### config.mk
export PLATFORM = sky130hd
export DESIGN_NAME = sslind_top
export DESIGN_NICKNAME = d
export VERILOG_FILES = /design/src/verilog/sslind_pkg.sv /design/src/verilog/sslind_reset_qual.sv /design/src/verilog/sslind_top.sv
export SDC_FILE = /design/constraint.sdc
export NUM_CORES = 1
export LEC_CHECK = 0
export BUFFER_PORTS_ARGS = -buffer_cell sky130_fd_sc_hd__buf_2
export CAP_MARGIN = 10
export CORE_ASPECT_RATIO = 1.2
export CORE_MARGIN = 2
export CORE_UTILIZATION = 60
export CTS_BUF_LIST = sky130_fd_sc_hd__clkbuf_4 sky130_fd_sc_hd__clkbuf_8
export DETAILED_ROUTE_END_ITERATION = 8
export MAX_ROUTING_LAYER = met4
export PLACE_DENSITY_LB_ADDON = 0.25
export SYNTH_ARGS = -nofsm -noshare
export SYNTH_HDL_FRONTEND = slang
export SYNTH_SLANG_ARGS = --single-unit
### constraint.sdc
create_clock -name mclk -period 8.2 [get_ports mclk]
set_clock_uncertainty 0.05 [all_clocks]
set_input_delay 1.23 -clock mclk [delete_from_list [all_inputs] [get_ports mclk]]
set_output_delay 1.23 -clock mclk [all_outputs]
set_load 0.05 [all_outputs]
### src/verilog/sslind_pkg.sv
package sslind_pkg;

  // Clock and timing
  localparam int unsigned CLK_HZ           = 40000000;
  localparam int unsigned RESET_MIN_MS     = 250;
  localparam int unsigned RESET_MAX_MS     = 2000;
  localparam int unsigned FLASH_HALF_MS    = 250;
  localparam int unsigned SECOND_MS        = 1000;
  localparam int unsigned MINUTE_S         = 60;
  localparam int unsigned RESET_MIN_CYC    = (CLK_HZ / 1000) * RESET_MIN_MS;
  localparam int unsigned RESET_MAX_CYC    = (CLK_HZ / 1000) * RESET_MAX_MS;
  localparam int unsigned FLASH_HALF_CYC   = (CLK_HZ / 1000) * FLASH_HALF_MS;
  localparam int unsigned SECOND_CYC       = (CLK_HZ / 1000) * SECOND_MS;

  // Timer limit settings
  localparam logic [1:0] TLIM_OFF = 2'h0;
  localparam logic [1:0] TLIM_30S = 2'h1;
  localparam logic [1:0] TLIM_60S = 2'h2;
  localparam logic [1:0] TLIM_30M = 2'h3;
  localparam logic [6:0] TLIM_30S_VAL = 7'h1e;
  localparam logic [6:0] TLIM_60S_VAL = 7'h3c;
  localparam logic [6:0] TLIM_30M_VAL = 7'h1e;

  // Error codes shown on the display
  localparam logic [6:0] ERR_RESET_INPUT = 7'h20;
  localparam logic [6:0] ERR_TIMER_EXP   = 7'h32;

  // Display modes
  typedef enum logic [1:0] {
    DISP_DASH   = 2'b00,
    DISP_NUMBER = 2'b01,
    DISP_BLANK  = 2'b10
  } sslind_disp_t;

  typedef struct packed {
    logic red;
    logic green;
    logic yellow;
  } sslind_lamps_t;

  typedef struct packed {
    sslind_disp_t mode;
    logic [6:0]   value;
  } sslind_display_t;

  typedef enum logic [2:0] {
    ST_WAIT_RESET = 3'b000,
    ST_OUT_OFF    = 3'b001,
    ST_OUT_ON     = 3'b010,
    ST_OVERRIDE   = 3'b011,
    ST_LOCKOUT    = 3'b100
  } sslind_state_t;

endpackage

### src/verilog/sslind_reset_qual.sv
`timescale 1ns/1ps
// Qualifies a reset closure by its hold time; pulses at the reopening edge.
module sslind_reset_qual
  import sslind_pkg::*;
#(
  parameter int unsigned MIN_CYC = RESET_MIN_CYC,
  parameter int unsigned MAX_CYC = RESET_MAX_CYC
) (
  input  wire logic mclk,        // System clock
  input  wire logic rst_b,       // Async reset, active low
  input  wire logic closedSync,  // Synchronised reset switch, high = closed
  output logic      validPulse,  // One cycle on a valid release
  output logic      stuckErr     // Held closed past the maximum
);

  initial begin
    if (MIN_CYC < 1 || MAX_CYC <= MIN_CYC || MAX_CYC >= 32'hffff_fff0)
      $error("sslind_reset_qual: bad hold limits");
  end

  logic [31:0] holdCnt_reg, holdCnt_next;
  logic        prevClosed_reg, prevClosed_next;
  logic        validPulse_reg, validPulse_next;
  logic        stuck_reg, stuck_next;

  // Count the closure; saturate one beyond the maximum so overlong holds stay invalid
  always_comb begin
    holdCnt_next    = holdCnt_reg;
    prevClosed_next = closedSync;
    validPulse_next = 1'b0;
    stuck_next      = stuck_reg;
    if (closedSync) begin
      if (holdCnt_reg <= MAX_CYC)
        holdCnt_next = holdCnt_reg + 32'h1;
      if (holdCnt_reg > MAX_CYC)
        stuck_next = 1'b1;
    end else begin
      holdCnt_next = 32'h0;
      stuck_next   = 1'b0;
      // Act only on reopening, and only inside the hold window
      if (prevClosed_reg && holdCnt_reg >= MIN_CYC && holdCnt_reg <= MAX_CYC)
        validPulse_next = 1'b1;
    end
  end

  // Registers
  always_ff @(posedge mclk or negedge rst_b) begin
    if (!rst_b) begin
      holdCnt_reg    <= 32'h0;
      prevClosed_reg <= 1'b0;
      validPulse_reg <= 1'b0;
      stuck_reg      <= 1'b0;
    end else begin
      holdCnt_reg    <= holdCnt_next;
      prevClosed_reg <= prevClosed_next;
      validPulse_reg <= validPulse_next;
      stuck_reg      <= stuck_next;
    end
  end

  assign validPulse = validPulse_reg;
  assign stuckErr   = stuck_reg;

endmodule // sslind_reset_qual

### src/verilog/sslind_top.sv
`timescale 1ns/1ps
module sslind_top
  import sslind_pkg::*;
#(
  parameter int unsigned NUM_CIRC   = 4,
  parameter int unsigned FLASH_CYC  = FLASH_HALF_CYC,
  parameter int unsigned SEC_CYC    = SECOND_CYC,
  parameter int unsigned RST_MIN    = RESET_MIN_CYC,
  parameter int unsigned RST_MAX    = RESET_MAX_CYC
) (
  input  wire logic                mclk,          // 40 MHz clock
  input  wire logic                rst_b,         // Async reset, active low
  input  wire logic                resetClosed,   // Reset switch pin, high = closed
  input  wire logic [NUM_CIRC-1:0] circActive,    // Circuit active levels, from pins
  input  wire logic [1:0]          timerSel,      // Mute timer limit setting
  input  wire logic                runReq,        // Run permitted by guarding logic
  input  wire logic                overrideReq,   // Override active
  input  wire logic                muteActive,    // Mute cycle in progress
  input  wire logic                faultPresent,  // Some fault present
  input  wire logic [6:0]          faultCode,     // Code of that fault
  input  wire logic                inputFault,    // Fault came from an input
  input  wire logic                inputCycled,   // Offending input cycled, pulse
  output sslind_lamps_t            lamps,         // Status lamps
  output sslind_display_t          display,       // Diagnostic display
  output logic [NUM_CIRC-1:0]      circGreen,     // Per-circuit green
  output logic [NUM_CIRC-1:0]      circYellow,    // Per-circuit yellow
  output logic [1:0]               safetyOutputPair // Safety outputs, high = on
);

  initial begin
    if (NUM_CIRC < 1 || FLASH_CYC < 2 || SEC_CYC < 2)
      $error("sslind_top: bad parameters");
  end

  // Pin synchronisers; first stage feeds only the second
  logic                rstSync1_reg, rstSync2_reg;
  logic [NUM_CIRC-1:0] circSync1_reg, circSync2_reg;
  always_ff @(posedge mclk or negedge rst_b) begin
    if (!rst_b) begin
      rstSync1_reg  <= 1'b0;
      rstSync2_reg  <= 1'b0;
      circSync1_reg <= '0;
      circSync2_reg <= '0;
    end else begin
      rstSync1_reg  <= resetClosed;
      rstSync2_reg  <= rstSync1_reg;
      circSync1_reg <= circActive;
      circSync2_reg <= circSync1_reg;
    end
  end

  logic validReset, resetStuck;
  sslind_reset_qual #(
    .MIN_CYC (RST_MIN),
    .MAX_CYC (RST_MAX)
  ) u_rq (
    .mclk       (mclk),
    .rst_b      (rst_b),
    .closedSync (rstSync2_reg),
    .validPulse (validReset),
    .stuckErr   (resetStuck)
  );

  // Flash and one-second timebases
  logic [31:0] flashCnt_reg, flashCnt_next, secCnt_reg, secCnt_next;
  logic        flash_reg, flash_next, secTick;
  always_comb begin
    flashCnt_next = flashCnt_reg + 32'h1;
    flash_next    = flash_reg;
    if (flashCnt_reg >= FLASH_CYC - 1) begin
      flashCnt_next = 32'h0;
      flash_next    = ~flash_reg;
    end
    secTick     = (secCnt_reg >= SEC_CYC - 1);
    // Held at zero while the timer is idle, so the first step after mute start is a whole second
    if (secTick || !muteActive || timerSel == TLIM_OFF)
      secCnt_next = 32'h0;
    else
      secCnt_next = secCnt_reg + 32'h1;
  end

  // Mute limit timer, restarted whenever no mute is running
  logic [6:0] remain_reg, remain_next;
  logic [5:0] subSec_reg, subSec_next;
  logic       expired_reg, expired_next;
  logic [6:0] limitVal;
  always_comb begin
    case (timerSel)
      TLIM_30S: limitVal = TLIM_30S_VAL;
      TLIM_60S: limitVal = TLIM_60S_VAL;
      TLIM_30M: limitVal = TLIM_30M_VAL;
      default:  limitVal = 7'h00;
    endcase
    remain_next  = remain_reg;
    subSec_next  = subSec_reg;
    expired_next = expired_reg;
    if (!muteActive || timerSel == TLIM_OFF) begin
      remain_next = limitVal;
      subSec_next = 6'h00;
      if (!muteActive)
        expired_next = 1'b0;
    end else if (secTick && remain_reg != 7'h00) begin
      // Minute mode steps only once every sixty ticks
      if (timerSel == TLIM_30M && subSec_reg != 6'(MINUTE_S - 1)) begin
        subSec_next = subSec_reg + 6'h01;
      end else begin
        subSec_next = 6'h00;
        remain_next = remain_reg - 7'h01;
        if (remain_reg == 7'h01)
          expired_next = 1'b1;
      end
    end
  end

  // Main state; the latched code keeps the display stable once in lockout
  sslind_state_t state_reg, state_next;
  logic [6:0]    errCode_reg, errCode_next;
  logic          wasInputFault_reg, wasInputFault_next;
  logic          anyFault;
  logic [6:0]    curCode;
  always_comb begin
    anyFault = faultPresent | expired_reg | resetStuck;
    if (resetStuck)
      curCode = ERR_RESET_INPUT;
    else if (expired_reg)
      curCode = ERR_TIMER_EXP;
    else
      curCode = faultCode;
    state_next         = state_reg;
    errCode_next       = errCode_reg;
    wasInputFault_next = wasInputFault_reg;
    if (anyFault && state_reg != ST_LOCKOUT) begin
      state_next         = ST_LOCKOUT;
      errCode_next       = curCode;
      wasInputFault_next = inputFault & faultPresent;
    end else begin
      case (state_reg)
        ST_WAIT_RESET: if (validReset) state_next = ST_OUT_OFF;
        ST_OUT_OFF, ST_OUT_ON, ST_OVERRIDE: begin
          if (overrideReq)
            state_next = ST_OVERRIDE;
          else if (runReq)
            state_next = ST_OUT_ON;
          else
            state_next = ST_OUT_OFF;
        end
        ST_LOCKOUT: begin
          // Fault must be gone first, then cycle or reset clears it
          if (!anyFault && (validReset || (wasInputFault_reg && inputCycled)))
            state_next = ST_WAIT_RESET;
        end
        default: state_next = ST_WAIT_RESET;
      endcase
    end
  end

  // Output decode, registered so every pin comes from a flip-flop
  sslind_lamps_t   lamps_next;
  sslind_display_t disp_next;
  logic [1:0]      outs_next;
  always_comb begin
    lamps_next = '{red: 1'b1, green: 1'b0, yellow: 1'b0};
    outs_next  = 2'b00;
    disp_next  = '{mode: DISP_DASH, value: 7'h00};
    case (state_next)
      ST_WAIT_RESET: lamps_next = '{red: 1'b1, green: 1'b0, yellow: flash_next};
      ST_OUT_OFF:    lamps_next = '{red: 1'b1, green: 1'b0, yellow: 1'b1};
      ST_OUT_ON: begin
        lamps_next = '{red: 1'b0, green: 1'b1, yellow: 1'b0};
        outs_next  = 2'b11;
      end
      ST_OVERRIDE: begin
        lamps_next = '{red: 1'b1, green: 1'b1, yellow: 1'b0};
        outs_next  = 2'b11;
      end
      ST_LOCKOUT: begin
        lamps_next = '{red: flash_next, green: 1'b0, yellow: 1'b0};
        outs_next  = 2'b00;
        disp_next  = '{mode: DISP_NUMBER, value: errCode_next};
      end
      default: lamps_next = '{red: 1'b1, green: 1'b0, yellow: 1'b0};
    endcase
    if (state_next != ST_LOCKOUT) begin
      if (muteActive && timerSel != TLIM_OFF)
        disp_next = '{mode: DISP_NUMBER, value: remain_next};
      else if (muteActive && !flash_next)
        disp_next = '{mode: DISP_BLANK, value: 7'h00};
      else
        disp_next = '{mode: DISP_DASH, value: 7'h00};
    end
  end

  // Registers
  always_ff @(posedge mclk or negedge rst_b) begin
    if (!rst_b) begin
      flashCnt_reg      <= 32'h0;
      flash_reg         <= 1'b0;
      secCnt_reg        <= 32'h0;
      remain_reg        <= 7'h00;
      subSec_reg        <= 6'h00;
      expired_reg       <= 1'b0;
      state_reg         <= ST_WAIT_RESET;
      errCode_reg       <= 7'h00;
      wasInputFault_reg <= 1'b0;
      lamps             <= '{red: 1'b1, green: 1'b0, yellow: 1'b0};
      display           <= '{mode: DISP_DASH, value: 7'h00};
      safetyOutputPair  <= 2'b00;
      circGreen         <= '0;
      circYellow        <= '0;
    end else begin
      flashCnt_reg      <= flashCnt_next;
      flash_reg         <= flash_next;
      secCnt_reg        <= secCnt_next;
      remain_reg        <= remain_next;
      subSec_reg        <= subSec_next;
      expired_reg       <= expired_next;
      state_reg         <= state_next;
      errCode_reg       <= errCode_next;
      wasInputFault_reg <= wasInputFault_next;
      lamps             <= lamps_next;
      display           <= disp_next;
      safetyOutputPair  <= outs_next;
      circGreen         <= circSync2_reg;
      circYellow        <= circSync2_reg;
    end
  end

endmodule // sslind_top
==> results.toml, run 1 <==
[status]
status = "complete, no violations"

[routing]
via_per_inst = 5.75
wire_per_inst_um = 15.2
route.detailed.drc = 0
drtPass1Iterations = 6
via_count = 5252
ant_nets = 0
drt-initial-drc-count = 339
routed_wl_mm = 13.9

[synthesis]
async_reset_ff_share_pct = 100
netlist_instances = 687
synth_flop_cell = "dfrtp_1"
ys_seq_elements = 152
yosysWarningCount = 0
synth_edf_count = 0
synth.distinct_cells = 66
ys_seq_area_share_pct = 54.2
syn_area_sq_um = 7010
synth_area_per_cell_sq_um = 10.2

[setup_path]
reg2reg_depth = 6
timing.rr.start = "u_rq.holdCnt_reg[28]"
critPathKind = "input port to register"
path_cells = "buf_2, or3_1, a31oi_1, clkinv_1, nor2_1, nand4_1, mux2i_1, a211o_1"
crit_path_max_fanout = 9
cp-end-kind = "register"
cp-start-kind = "input port"
cp_data_required_time_ns = 8.53
cpPeakStageDelay_ns = 0.48
cp-startpoint = "faultPresent"
cp_slowest_cell = "nor2_1"
arrival_ns = 3.42

[sta]
setup_viol = 0
max_freq_mhz = 324
final.setup.tns_ns = 0
worst_pin_slew_ns = 0.999
period_needed_ns = 3.09
final_max_slew_viol_count = 0
whs_ns = 0.302
slew_headroom_pct = 33.4
fin_crit_sh_pct = 37.7
grt_setup_unrepaired = "false"
hold_violations = 0

[pwr]
p_total_w = 0.00166
leakagePower_nw = 3.32
powerDensity_nw_per_um2 = 211
ir_worst_vdd_mv = 0.108

[final_layout]
synthToLayoutAreaGrowth_pct = 12.0
layout_commonest_cell = "dfrtp_1"
final_nets = 774
diodes = 0
drive_above_1_share_pct = 12.5
final_cell_mix = "dfrtp_1, nor2_1, nand2_1"
final-instance-count-excl-fill = 914

[placed_design]
dp.cells = 882
dp_hpwl_mm = 9.57
gp_congestion = 0.915
port-buffer-count = 43

[global_routing]
overflow = 0
grt_max_degree = 84
track_usage_pct = 24.5
grt_antenna_before_repair = 0
grt_pass1_wl_mm = 23.3
grt_pass1_vias = 4981

[floorplan]
die-height_um = 122
core_area_sq_um = 11500
pin_count = 44
start_util_pct = 61.2
die_w_um = 103
dieArea_sq_um = 12600
num_rows = 43

[worst_hold_path]
min_path_cells = 0
hold_class = "register to register"
hold_start = "circSync1_reg[2]"

[clock_network]
postCtsHoldBufs = 0
clkLatencyLatePin_ns = 0.45
clock-sinks = 152
cts-resized-gates = 0
htreeDepth = 4
tritoncts = "built"
numCtsBuffers = 17
post_cts_buffers = 0
cts_root_buffer = "clkbuf_8"
cts_max_path_buffers = 2
cts.clk_slew.worst_paths_ns = 0.08

[flow_run]
maxCapViolations = 0
-- layer usage --
layer,global-route usage (%),up-vias,share of wire [%]
met2,38.3,132,51
li1,-,2529,-
met1,30.7,2564,43
met5,-,-,0
met3,5.01,27,3.7
met4,11.2,0,2.3
-- where the power goes --
part / switching (W) / internal [W] / total [W]
logic: 0.000152 / 0.0000541 / 0.000206
registers: 0.0000245 / 0.000800 / 0.000825
clock network: 0.000259 / 0.000368 / 0.000627
total: 0.000435 / 0.00122 / 0.00166
-- critical path: cells and delay by family --
family	cells	cell delay (ns)
AOI/OAI and AO/OA	2	0.53
muxes	1	0.16
and+or+nand+nor	3	1.02
buffers and inverters	2	0.47
-- worst paths after layout --
| check | endpoint | slack, ns |
|---|---|---|
| max | display[6] | 5.11 |
| min reg2reg | circSync2_reg[2] | 0.30 |
| min in group asynchronous | circYellow[0] | 0.71 |
| max reg2reg | u_rq.holdCnt_reg[7] | 5.14 |
| min | circSync2_reg[2] | 0.30 |
| max in group asynchronous | secCnt_reg[3] | 5.96 |
-- logic make-up after synthesis --
logic type,count (synthesis),synth area share [%]
and+or+nand+nor,305,22.1
xor gates and xnor gates,54,6.74
other,1,0.0535
adders and majority gates,8,1.43
buffers and inverters,44,2.71
DFF,152,54.2
muxes,10,1.46
AOI/OAI and AO/OA,113,11.2
-- synth_stat cells (all sizes together) (3+ instances only) --
| library cell | number | area share (%) |
|---|---|---|
| o2111ai | 3 | 0.37 |
| xnor2 | 19 | 2.4 |
| clkbuf | 12 | 0.64 |
| o211ai | 8 | 0.93 |
| or4 | 9 | 1.1 |
| xor2 | 35 | 4.4 |
| o21ai | 34 | 2.4 |
| or3 | 19 | 1.7 |
| o2bb2ai | 5 | 0.62 |
| nor4bb | 4 | 0.57 |
| inv | 21 | 1.1 |
| or2 | 3 | 0.27 |
| a21oi | 19 | 1.4 |
| nor4b | 3 | 0.37 |
| nand4 | 12 | 1.1 |
| nor2 | 94 | 5.1 |
| and3 | 7 | 0.62 |
| and4 | 4 | 0.50 |
| nor3b | 3 | 0.32 |
| nand2b | 12 | 1.1 |
| nand3 | 36 | 2.6 |
| mux2i | 8 | 1.1 |
| and2 | 5 | 0.45 |
| nand2 | 61 | 3.3 |
| o31ai | 9 | 0.96 |
| buf | 9 | 0.84 |
| a31oi | 5 | 0.45 |
| nor4 | 10 | 1.1 |
| a211o | 3 | 0.37 |
| o41ai | 3 | 0.48 |
| nor3 | 14 | 1.0 |
| ha | 8 | 1.4 |
| dfrtp | 151 | 54 |
| nor2b | 3 | 0.27 |
| a2111oi | 5 | 0.62 |
-- per-stage QoR --
| step | instance area (sq um) | worst slack (ns) | utilization [%] |
|---|---|---|---|
| floorplan | 7060 | 5.14 | - |
| global placement | 7410 | 4.84 | 64.7 |
| detailed placement | 7410 | 4.71 | 64.7 |
| CTS | 7860 | 5.16 | 68.6 |
| global route | 7860 | 4.86 | 68.6 |
| finish | 7860 | 5.11 | 68.6 |
-- final cells by class --
| type | count | area [sq um] |
|---|---|---|
| Multi-Input combinational cell | 504 | 3080 |
| Sequential cell | 152 | 3800 |
| Clock inverter | 8 | 143 |
| Fill cell | 910 | 3600 |
| Timing Repair Buffer | 46 | 244 |
| Tap cell | 157 | 196 |
| Clock buffer | 24 | 305 |
| Inverter | 23 | 86.3 |
(Power assumes the default switching activity.)
==> inputs of run 2 (changes only) <==
--- a/config.mk
+++ b/config.mk
@@ -5,6 +5,7 @@
 export SDC_FILE = /design/constraint.sdc
 export NUM_CORES = 1
 export LEC_CHECK = 0
+export ABC_AREA = 1
 export BUFFER_PORTS_ARGS = -buffer_cell sky130_fd_sc_hd__buf_2
 export CAP_MARGIN = 10
 export CORE_ASPECT_RATIO = 1.2
==> constraint.sdc (replaced) <==
create_clock -name mclk -period 3.2 [get_ports mclk]
set_clock_uncertainty 0.05 [all_clocks]
set_input_delay 0.48 -clock mclk [delete_from_list [all_inputs] [get_ports mclk]]
set_output_delay 0.48 -clock mclk [all_outputs]
set_load 0.05 [all_outputs]
==> results.toml, run 2 <==
[sta]
slew_headroom_pct = 46.9
period_needed_ns = 2.32
max_freq_mhz = 431
final_max_slew_viol_count = 0
final.setup.tns_ns = 0
worst_pin_slew_ns = 0.795
setup_viol = 0
grt_setup_unrepaired = "false"
hold_violations = 0
fin_crit_sh_pct = 72.5

[routing]
drt-initial-drc-count = 398
routed_wl_mm = 16.1
drtPass1Iterations = 5
route.detailed.drc = 0
wire_per_inst_um = 13.2
via_count = 6405
ant_nets = 0
via_per_inst = 5.25

[final_layout]
layout_commonest_cell = "nand2_1"
final_nets = 1074
final_cell_mix = "nand2_1, dfrtp_1, nor2_1"
synthToLayoutAreaGrowth_pct = 9.66
diodes = 0
drive_above_1_share_pct = 11.9

[synthesis]
synth_top_cell_by_area = "dfrtp_1"
ys_seq_elements = 152
synth_top_area_share_pct = 48.3
ys_seq_area_share_pct = 48.7
async_reset_ff_share_pct = 100
synthMostInstantiatedCell = "nand2_1"
synth_flop_cell = "dfrtp_1"
synth_common_cells = "nand2_1, dfrtp_1, nor2_1"
synth.top_cells.by_area = "dfrtp_1, nand2_1, nor2_1"
yosysWarningCount = 0
syn_area_sq_um = 7820
synth_area_per_cell_sq_um = 7.93
synth.distinct_cells = 46
netlist_instances = 986
synth_edf_count = 0

[setup_path]
cpPeakStageDelay_ns = 0.41
critPathKind = "register to register"
cp-start-kind = "register"
cp_common_cell = "nand2_1"
cp_data_required_time_ns = 3.54
regToRegSetupSlack_ns = 0.88
arrival_ns = 2.66
critPathBufInv = 2
cp-end-kind = "register"
cp_slowest_cell = "nand3_1"
path_cells = "ha_1, nand2_1, inv_1, nand2_1, nor2_4, nand2_1, nand2_1, nand2_2, nand3_1, inv_1, o21ai_0, a21oi_1"
cpLargestDelayFamily = "simple AND/OR/NAND/NOR gates"
crit_path_max_fanout = 13

[global_routing]
top_usage_layer = "met2"
grt_pass1_vias = 6039
grt_use_met3_pct = 5.43
grtUsageMet2_pct = 41.6
grt_antenna_before_repair = 0
grtUsageMet1_pct = 34.3
overflow = 0
track_usage_pct = 26.4
grt_pass1_wl_mm = 28.1
grt_max_degree = 68

[floorplan]
dieArea_sq_um = 14000
die_w_um = 108
num_rows = 45
die-height_um = 129
pin_count = 44
start_util_pct = 61.7
core_area_sq_um = 12700

[worst_hold_path]
hold_class = "input port to register"

[pwr]
powerDensity_nw_per_um2 = 475
p_total_w = 0.00408
ir_worst_vdd_mv = 0.335
leakagePower_nw = 4.17

[clock_network]
htreeDepth = 4
numCtsBuffers = 17
tritoncts = "built"
clkLatencyLatePin_ns = 0.47
clock-sinks = 152
cts_max_path_buffers = 2
post_cts_buffers = 0
cts.clk_slew.worst_paths_ns = 0.09
cts_root_buffer = "clkbuf_8"

[placed_design]
port-buffer-count = 43
gp_congestion = 0.930
dp_hpwl_mm = 11.6

[status]
status = "complete, no violations"

[flow_run]
maxCapViolations = 0
-- run 2: worst paths after layout --
| check | cells past startpoint | start | to |
|---|---|---|---|
| worst max-delay path | 12 | secCnt_reg[0] | secCnt_reg[16] |
| worst min-delay path | 1 | circActive[1] | circSync1_reg[1] |
| worst max register to register | 12 | secCnt_reg[0] | secCnt_reg[16] |
| worst min register to register | 0 | rstSync1_reg | rstSync2_reg |
| max in group asynchronous | 3 | rst_b | u_rq.holdCnt_reg[21] |
| min in group asynchronous | 2 | rst_b | secCnt_reg[9] |
-- run 2: cells by family (layout without fill, tap and decap cells) --
logic type / Yosys count / count (layout) / synth area share (%)
fa+ha+maj: 8 / 8 / 1.28
simple gates: 568 / 568 / 32.1
buf+inv: 132 / 190 / 7.12
other cells: 1 / 14 / 0.0480
compound gates: 78 / 78 / 5.54
flops: 152 / 152 / 48.7
xor+xnor: 47 / 47 / 5.26
-- run 2: cell type report --
class                   instances  area (sq um)
fillers                      1123          4090
flip-flops and latches        152          3800
multi-input cells             715          3510
inverters                     109           413
repair buffers                 49           282
clock buffers                  17           234
well taps                     164           205
clock inverters                15           130
-- run 2: where the power goes --
part / leakage [nW] / internal [W] / total (W) / switching (W)
sequential: 2.00 / 0.00205 / 0.00211 / 0.0000534
clock: 0.188 / 0.000567 / 0.00137 / 0.000802
combinational: 1.98 / 0.000151 / 0.000602 / 0.000451
-- run 2: worst reg2reg max path, cell delays in order (launching register included) --
cell and delay, ns:
dfrtp_1 0.40, ha_1 0.21, nand2_1 0.06, inv_1 0.04
nand2_1 0.11, nor2_4 0.07, nand2_1 0.07, nand2_1 0.08
nand2_2 0.11, nand3_1 0.41, inv_1 0.36, o21ai_0 0.13
a21oi_1 0.13
-- run 2: repair_timing --
| action | in CTS | in global routing |
|---|---|---|
| gates resized for setup | 0 | 0 |
| hold buffers | 1 | 0 |
| hold endpoints to repair | 56 | 0 |
-- run 2: metrics by stage --
step	utilization [%]	instances	hold WS [ns]	instance area, sq um	worst slack (ns)
detailed placement	64.7	1188	0.285	8200	0.880
global route	67.7	1221	0.0362	8580	0.544
CTS	67.7	1221	0.0254	8580	0.864
floorplan	-	999	0.134	7870	1.54
global placement	64.7	1188	0.281	8200	0.978
finish	67.7	1221	0.0602	8580	0.878
-- run 2: layer usage --
layer / vias up / share of wire, %
li1: 3255 / -
met1: 2983 / 45
met2: 137 / 49
met3: 30 / 3.9
met4: 0 / 2.0
met5: - / 0
